**src/hw/css_params.svh**
```systemverilog
// Purpose: Timing and field constants of the charge safety supervisor.
// Assumes: A 250 MHz core clock.
// Notes: Definitions only.
`ifndef CSS_PARAMS_SVH
`define CSS_PARAMS_SVH
`define CSS_CLK_NS 4
// The safety and watchdog timers advance on a 1 ms tick.
`define CSS_TICK_NS 1000000
`define CSS_TICK_CYCLES (`CSS_TICK_NS / `CSS_CLK_NS)
`define CSS_WDOG_S 50
`define CSS_WDOG_TICKS (`CSS_WDOG_S * 1000)
`define CSS_ALERT_US 128
`define CSS_ALERT_CYCLES (`CSS_ALERT_US * 1000 / `CSS_CLK_NS)
// Pre-charge limit is one tenth of the maximum charge time.
`define CSS_PRE_DIV 32'hA
`define CSS_SEL_OFF 2'h0
`define CSS_SEL_T1 2'h1
`define CSS_SEL_T2 2'h2
`define CSS_T1_MS 2700000
`define CSS_T2_MS 10800000
`define CSS_T3_MS 21600000
`endif

```
**src/hw/css_pkg.sv**
```systemverilog
// Purpose: Types shared by the charge safety supervisor.
// Assumes: Nothing beyond the constants header.
// Notes: State codes are written out.
package css_pkg;
   typedef enum logic [2:0] {
      CSS_IDLE = 3'h0,
      CSS_CHARGE = 3'h1,
      CSS_SUSPEND = 3'h2,
      CSS_DONE = 3'h3,
      CSS_FAULT = 3'h4,
      CSS_SHUTDOWN = 3'h5
   } css_state_type;
endpackage

```
**src/hw/css_supervisor.sv**
```systemverilog
// Purpose: Safety timer, host watchdog, thermistor and die temperature supervision.
// Assumes: All inputs synchronous to clk; analog comparators outside.
// Notes: Safety and watchdog timers run on a 1 ms tick derived from clk; the alert pulse counts clk cycles.
`include "css_params.svh"
`timescale 1ns/1ps
`default_nettype none

module css_supervisor
   import css_pkg::*;
#(
   parameter int TICK_CYCLES = `CSS_TICK_CYCLES,
   parameter int ALERT_CYCLES = `CSS_ALERT_CYCLES,
   parameter int WDOG_TICKS = `CSS_WDOG_TICKS,
   parameter int MAX_T1_TICKS = `CSS_T1_MS,
   parameter int MAX_T2_TICKS = `CSS_T2_MS,
   parameter int MAX_T3_TICKS = `CSS_T3_MS
) (
   // Clock and reset.
   input wire logic clk,
   input wire logic srst,
   // Charge control.
   input wire logic input_valid,
   input wire logic chip_disable_pin,
   input wire logic charge_enable_n,
   input wire logic [1:0] safety_time_select,
   input wire logic safety_time_write,
   input wire logic half_rate_timer_enable,
   input wire logic precharge_phase,
   input wire logic other_loop_active,
   input wire logic charge_terminated,
   input wire logic charge_current_set_pin_grounded,
   // Host bus activity.
   input wire logic i2c_transaction,
   // Thermistor zones and die temperature.
   input wire logic ts_cold,
   input wire logic ts_cool,
   input wire logic ts_warm,
   input wire logic ts_hot,
   input wire logic ts_disabled,
   input wire logic die_overtemp,
   input wire logic die_cooled,
   // Charger controls.
   output logic charge_enable,
   output logic half_current,
   output logic vreg_lower,
   output logic use_default_charge_current_set_pin,
   output logic mid_supply_enable,
   output logic system_output_enable,
   output logic aux_output_enable,
   // Status.
   output logic [2:0] charge_status,
   output logic timer_fault,
   output logic thermal_shutdown,
   output logic regs_to_default,
   // Open-drain host alert.
   output logic host_alert_o,
   output logic host_alert_oe
);

   // Maximum time for a select code; zero means the timer is off.
   function automatic logic [31:0] max_time(input logic [1:0] sel);
      logic [31:0] t;
      t = 32'h0;
      if (sel == `CSS_SEL_T1) begin
         t = 32'(MAX_T1_TICKS);
      end else if (sel == `CSS_SEL_T2) begin
         t = 32'(MAX_T2_TICKS);
      end else if (sel != `CSS_SEL_OFF) begin
         t = 32'(MAX_T3_TICKS);
      end
      return t;
   endfunction

   css_state_type state, next_state;
   logic [31:0] pre_cnt, next_pre_cnt;
   logic [31:0] safety_cnt, next_safety_cnt;
   logic half_phase, next_half_phase;
   logic wd_active, next_wd_active;
   logic [31:0] wd_cnt, next_wd_cnt;
   logic [31:0] alert_cnt, next_alert_cnt;
   logic tick, enabled, ts_stop, slow, cnt_go, expired, pre_over, wd_expire;
   logic [31:0] limit, inc_cnt;

   // Millisecond prescaler shared by both timers.
   always_comb begin
      tick = (pre_cnt == 32'(TICK_CYCLES - 1));
      next_pre_cnt = tick ? 32'h0 : pre_cnt + 32'h1;
   end

   // Charge cycle and safety timer.
   always_comb begin
      enabled = input_valid && !chip_disable_pin && !charge_enable_n;
      ts_stop = !ts_disabled && (ts_hot || ts_cold);
      slow = half_rate_timer_enable && other_loop_active;
      cnt_go = tick && (!slow || half_phase);
      limit = max_time(safety_time_select);
      inc_cnt = safety_cnt + 32'h1;
      expired = cnt_go && (limit != 32'h0) && (inc_cnt >= limit);
      pre_over = cnt_go && (limit != 32'h0) && precharge_phase
                 && (inc_cnt >= limit / `CSS_PRE_DIV);
      next_state = state;
      next_safety_cnt = safety_cnt;
      next_half_phase = half_phase;
      unique case (state)
         CSS_IDLE: begin
            if (enabled && !die_overtemp) begin
               next_state = CSS_CHARGE;
               next_safety_cnt = 32'h0;
               next_half_phase = 1'b0;
            end
         end
         CSS_CHARGE, CSS_SUSPEND: begin
            if (!enabled) begin
               next_state = CSS_IDLE;
            end else if (die_overtemp) begin
               next_state = CSS_SHUTDOWN;
               next_safety_cnt = 32'h0;
            end else if (ts_stop) begin
               next_state = CSS_SUSPEND;
            end else if (state == CSS_SUSPEND) begin
               next_state = CSS_CHARGE;
            end else if (safety_time_write) begin
               next_safety_cnt = 32'h0;
            end else if (charge_terminated) begin
               next_state = CSS_DONE;
            end else if (expired || pre_over) begin
               next_state = CSS_FAULT;
            end else if (tick) begin
               next_half_phase = !half_phase;
               if (cnt_go) begin
                  next_safety_cnt = inc_cnt;
               end
            end
         end
         CSS_DONE: begin
            if (!enabled) begin
               next_state = CSS_IDLE;
            end
         end
         CSS_FAULT: begin
            // Only the pin clears the latch; the host enable bit does not.
            if (chip_disable_pin) begin
               next_state = CSS_IDLE;
            end
         end
         CSS_SHUTDOWN: begin
            next_safety_cnt = 32'h0;
            if (!enabled) begin
               next_state = CSS_IDLE;
            end else if (die_cooled) begin
               next_state = CSS_CHARGE;
            end
         end
         default: begin
            next_state = CSS_IDLE;
         end
      endcase
   end

   // Host watchdog; it is untouched by thermal shutdown.
   always_comb begin
      wd_expire = wd_active && tick && !i2c_transaction
                  && (wd_cnt == 32'(WDOG_TICKS - 1));
      next_wd_active = wd_active;
      next_wd_cnt = wd_cnt;
      if (i2c_transaction) begin
         next_wd_active = 1'b1;
         next_wd_cnt = 32'h0;
      end else if (wd_expire) begin
         next_wd_active = 1'b0;
         next_wd_cnt = 32'h0;
      end else if (wd_active && tick) begin
         next_wd_cnt = wd_cnt + 32'h1;
      end
   end

   // Alert pulse timer, armed on entry to the fault state.
   always_comb begin
      next_alert_cnt = alert_cnt;
      if (next_state == CSS_FAULT && state != CSS_FAULT) begin
         next_alert_cnt = 32'(ALERT_CYCLES);
      end else if (alert_cnt != 32'h0) begin
         next_alert_cnt = alert_cnt - 32'h1;
      end
   end

   // Registers; outputs are taken from next values so they track state.
   always_ff @(posedge clk) begin
      if (srst) begin
         state <= CSS_IDLE;
         pre_cnt <= 32'h0;
         safety_cnt <= 32'h0;
         half_phase <= 1'b0;
         wd_active <= 1'b0;
         wd_cnt <= 32'h0;
         alert_cnt <= 32'h0;
         charge_enable <= 1'b0;
         half_current <= 1'b0;
         vreg_lower <= 1'b0;
         use_default_charge_current_set_pin <= 1'b0;
         mid_supply_enable <= 1'b1;
         system_output_enable <= 1'b1;
         aux_output_enable <= 1'b1;
         charge_status <= 3'h0;
         timer_fault <= 1'b0;
         thermal_shutdown <= 1'b0;
         regs_to_default <= 1'b0;
         host_alert_o <= 1'b0;
         host_alert_oe <= 1'b0;
      end else begin
         state <= next_state;
         pre_cnt <= next_pre_cnt;
         safety_cnt <= next_safety_cnt;
         half_phase <= next_half_phase;
         wd_active <= next_wd_active;
         wd_cnt <= next_wd_cnt;
         alert_cnt <= next_alert_cnt;
         charge_enable <= (next_state == CSS_CHARGE);
         half_current <= !ts_disabled && ts_cool;
         vreg_lower <= !ts_disabled && ts_warm;
         use_default_charge_current_set_pin <= charge_current_set_pin_grounded;
         mid_supply_enable <= (next_state != CSS_SHUTDOWN);
         system_output_enable <= (next_state != CSS_SHUTDOWN);
         aux_output_enable <= (next_state != CSS_SHUTDOWN);
         charge_status <= next_state;
         timer_fault <= (next_state == CSS_FAULT);
         thermal_shutdown <= (next_state == CSS_SHUTDOWN);
         regs_to_default <= wd_expire;
         host_alert_o <= 1'b0;
         host_alert_oe <= (next_alert_cnt != 32'h0);
      end
   end
endmodule
`default_nettype wire

```
**config.mk**
```make
export PLATFORM = sky130hd
export DESIGN_NAME = css_supervisor
export DESIGN_NICKNAME = d
export VERILOG_FILES = /design/src/hw/css_pkg.sv /design/src/hw/css_supervisor.sv
export VERILOG_INCLUDE_DIRS = /design/src /design/src/hw
export SDC_FILE = /design/constraint.sdc
export NUM_CORES = 1
export LEC_CHECK = 0
export BUFFER_PORTS_ARGS = -buffer_cell sky130_fd_sc_hd__buf_2
export CAP_MARGIN = 20
export CORE_MARGIN = 2
export CORE_UTILIZATION = 55
export DETAILED_ROUTE_END_ITERATION = 8
export PLACE_DENSITY = 0.72
export SYNTH_ARGS = -nofsm -noshare
export SYNTH_HDL_FRONTEND = slang
export SYNTH_SLANG_ARGS = --single-unit
```
**constraint.sdc**
```tcl
create_clock -name clk -period 9.57 [get_ports clk]
set_input_delay 0.957 -clock clk [delete_from_list [all_inputs] [get_ports clk]]
set_output_delay 0.957 -clock clk [all_outputs]
set_load 0.01 [all_outputs]
```
==> impl_metrics.ini <==
[clock_network]
cts_tree = built
cts.sinks = 142
cts_setup_buffers = 0
cts_buffers = 17
clockRootBuffer = clkbuf_16
clockBufferDepth = 2
clock_latency_ns = 0.43
post_cts_resized = 0
clk_pin_slew_ns = 0.06
holdBufCountCts = 0
h-tree-depth = 4

[timing]
finalClockSkew_ns = 0.0113
period_share_pct = 91.0
relSlewSlack_pct = 31.2
tns_ns = 0
slew_violations = 0
max_freq_mhz = 115
hold_viol = 0
rsz0062_at_grt = false
worst_pin_slew_ns = 1.03
setup-violations-final = 0
fin_crit_ns = 8.70

[grt]
grt_max_degree = 76
antenna_found_initial = 1
grt_pass1_wl_um = 41700
grt_usage_pct = 25.5
gr-total-overflow = 0
grt_pass1_vias = 8725

[min_path]
hold_end = pre_cnt[0]$_SDFF_PP0_
hold_depth = 1
holdCritStartpoint = pre_cnt[0]$_SDFF_PP0_
min_path_type = register to register

[logic_synthesis]
synth.ff_latch_count = 142
synth_edf_count = 0
syn_avg_cell_area_um2 = 7.63
async_flop_share_pct = 0
synth_fp_nets = 1390
ys_warn_count = 0
synthFlopType = dfxtp_1
syn_inst = 1316
yosysSeqAreaShare_pct = 28.3
yosysTopAreaCellShare_pct = 28.3
syn_area_mm2 = 0.0100
ys_top_cells_by_area = dfxtp_1, ha_1, nor2_1, xnor2_1, xor2_1
yosysTopAreaCell = dfxtp_1
synth_cell_types = 89

[power]
seqPwrFrac_pct = 36.4
vdd_drop_max_mv = 0.161
p_per_area_mw_per_mm2 = 183
p_int_uw = 1260
clkPwrFrac_pct = 32.2
p_leak_uw = 0.00421
sw_frac_of_total_pct = 36.6
combPwrFrac_pct = 31.4
power_switching_uw = 728
power_uw = 1990

[drt]
first_iter_violations = 821
vias_per_cell = 6.07
detail-route-antenna-nets = 0
dr.pass1.iters = 5
vias = 9450
drc = 0
wl_per_cell_um = 15.9
wl_um = 24800

[floorplanning]
die_h_um = 139
design.portCount = 36
design.core.area_mm2 = 0.0180
fp-row-count = 49
initial_utilization_pct = 55.9
dieArea_mm2 = 0.0194
die_w_um = 139

[critical_path]
r2r_slack_ns = 4.53
crit_top_cell = a21oi_1
cp-start-kind = input pin
ff2ff_path_depth = 16
critPathMaxFanout = 24
critPathKind = input pin to register
required_ns = 9.92
critical_path_arrival_ns = 9.06
r2r_start = safety_cnt[4]$_SDFFE_PP0P_
r2r_end = alert_cnt[10]$_SDFF_PP0_
slowest_stage = ha_1
critPathCaptureType = register
slowest_delay_ns = 0.72

[placement]
gp_congestion = 0.978
hpwl_um = 17500
portBuffers = 34

[job]
maxCapViolations = 0

[layout]
nets = 1389
syn_to_final_growth_pct = 8.40
final_layout_size_suffix_gt1_share_pct = 9.56

[run_status]
run_status = completed
-- cells by family (layout without fill, tap and decap cells) --
kind of cell	Yosys count	count (layout)	synth area share, %
buf+inv	109	121	4.66
xor+xnor	119	119	10.5
other cells	1	2	0.0373
compound gates	279	279	18.3
flops	142	142	28.3
simple gates	601	601	30.4
mux	12	12	1.21
fa+ha+maj	53	53	6.60
-- worst max-delay path: cells and delay by family --
| family | cells | cell delay (ns) |
|---|---|---|
| adders and majority gates | 2 | 1.06 |
| buffers and inverters | 2 | 0.26 |
| AOI/OAI and AO/OA | 22 | 4.54 |
| xor gates and xnor gates | 2 | 0.70 |
| and+or+nand+nor | 7 | 1.52 |
-- routing by layer --
metal / wire [um] / track usage (%) / share of wire (%) / up-vias
li1: - / - / - / 4733
met1: 11700 / 35.0 / 47 / 4385
met2: 11200 / 40.0 / 45 / 283
met3: 1370 / 4.73 / 5.5 / 49
met4: 550 / 9.41 / 2.2 / 0
met5: 0 / 0 / 0 / -
-- power groups by stage --
stage               Clock (uW)  Sequential (uW)  Combinational [uW]
global route               676              736                 704
finish                     641              725                 624
global placement             0              734                 607
detailed placement           0              734                 614
CTS                        652              723                 621
floorplan                    0              704                 541
-- synth_stat cells, types with 13 or more instances --
cell,number
a31oi_1,14
xor2_1,56
or3_1,19
inv_1,31
nor4_1,22
a21o_1,13
nor3_1,66
a21oi_1,97
ha_1,53
and3_1,21
a211oi_1,16
dfxtp_1,142
nand2_1,121
nand4_1,32
o21ai_0,57
clkbuf_1,49
nand3_1,73
xnor2_1,61
nand3b_1,15
nor2_1,152
-- worst max-delay path by stage --
| stage | startpoint | end | slack, ns |
|---|---|---|---|
| 2_1_floorplan | safety_time_select[0] | safety_cnt[29]$_SDFFE_PP0P_ | 2.05 |
| 3_3_place_gp | safety_time_select[0] | alert_cnt[15]$_SDFF_PP0_ | 0.69 |
| 3_5_place_dp | safety_time_select[0] | safety_cnt[8]$_SDFFE_PP0P_ | 0.51 |
| 4_1_cts | safety_time_select[0] | alert_cnt[10]$_SDFF_PP0_ | 0.93 |
| 5_1_grt | safety_time_select[0] | alert_cnt[0]$_SDFF_PP0_ | 0.09 |
| 6_report | safety_time_select[0] | alert_cnt[10]$_SDFF_PP0_ | 0.87 |
-- placed cells by master, fill, tap and decap left out, drive strengths merged, types with 54 or more instances in the layout --
cell | Yosys | routed
nor2 | 153 | 153
o21ai | 59 | 59
xor2 | 57 | 57
buf | 25 | 54
nand2 | 122 | 122
dfxtp | 142 | 142
xnor2 | 62 | 62
a21oi | 98 | 98
nor3 | 70 | 70
nand3 | 74 | 74
-- layout make-up --
| cell class | instances | area, um2 |
|---|---|---|
| flip-flops and latches | 142 | 2840 |
| diodes | 1 | 2.50 |
| inverters | 35 | 131 |
| clock buffers | 18 | 439 |
| fillers | 1652 | 7080 |
| clock inverters | 14 | 119 |
| well taps | 229 | 287 |
| multi-input cells | 1065 | 6740 |
| repair buffers | 54 | 328 |
-- per-stage QoR --
| stage | hold slack [ns] | cell area [um2] | worst slack (ns) | instances | utilization, % |
|---|---|---|---|---|---|
| final | 0.448 | 10900 | 0.865 | 1558 | 60.6 |
| after detailed placement | 0.442 | 10300 | 0.511 | 1523 | 57.4 |
| after global routing | 0.463 | 10900 | 0.0922 | 1558 | 60.6 |
| after CTS | 0.452 | 10900 | 0.929 | 1555 | 60.5 |
| after floorplan | 0.418 | 10000 | 2.05 | 1316 | - |
| after global placement | 0.431 | 10300 | 0.688 | 1523 | 57.4 |
-- sequential cells by signal (all words and copies together), names as in the netlist --
register,cells
use_default_charge_current_set_pin,1
host_alert_oe,1
half_current,1
charge_enable,1
vreg_lower,1
wd_cnt,32
safety_cnt,32
wd_active,1
thermal_shutdown,1
half_phase,1
regs_to_default,1
timer_fault,1
alert_cnt,32
state,3
aux_output_enable,1
pre_cnt,32
Note: power is estimated with default switching activity, not from simulation.
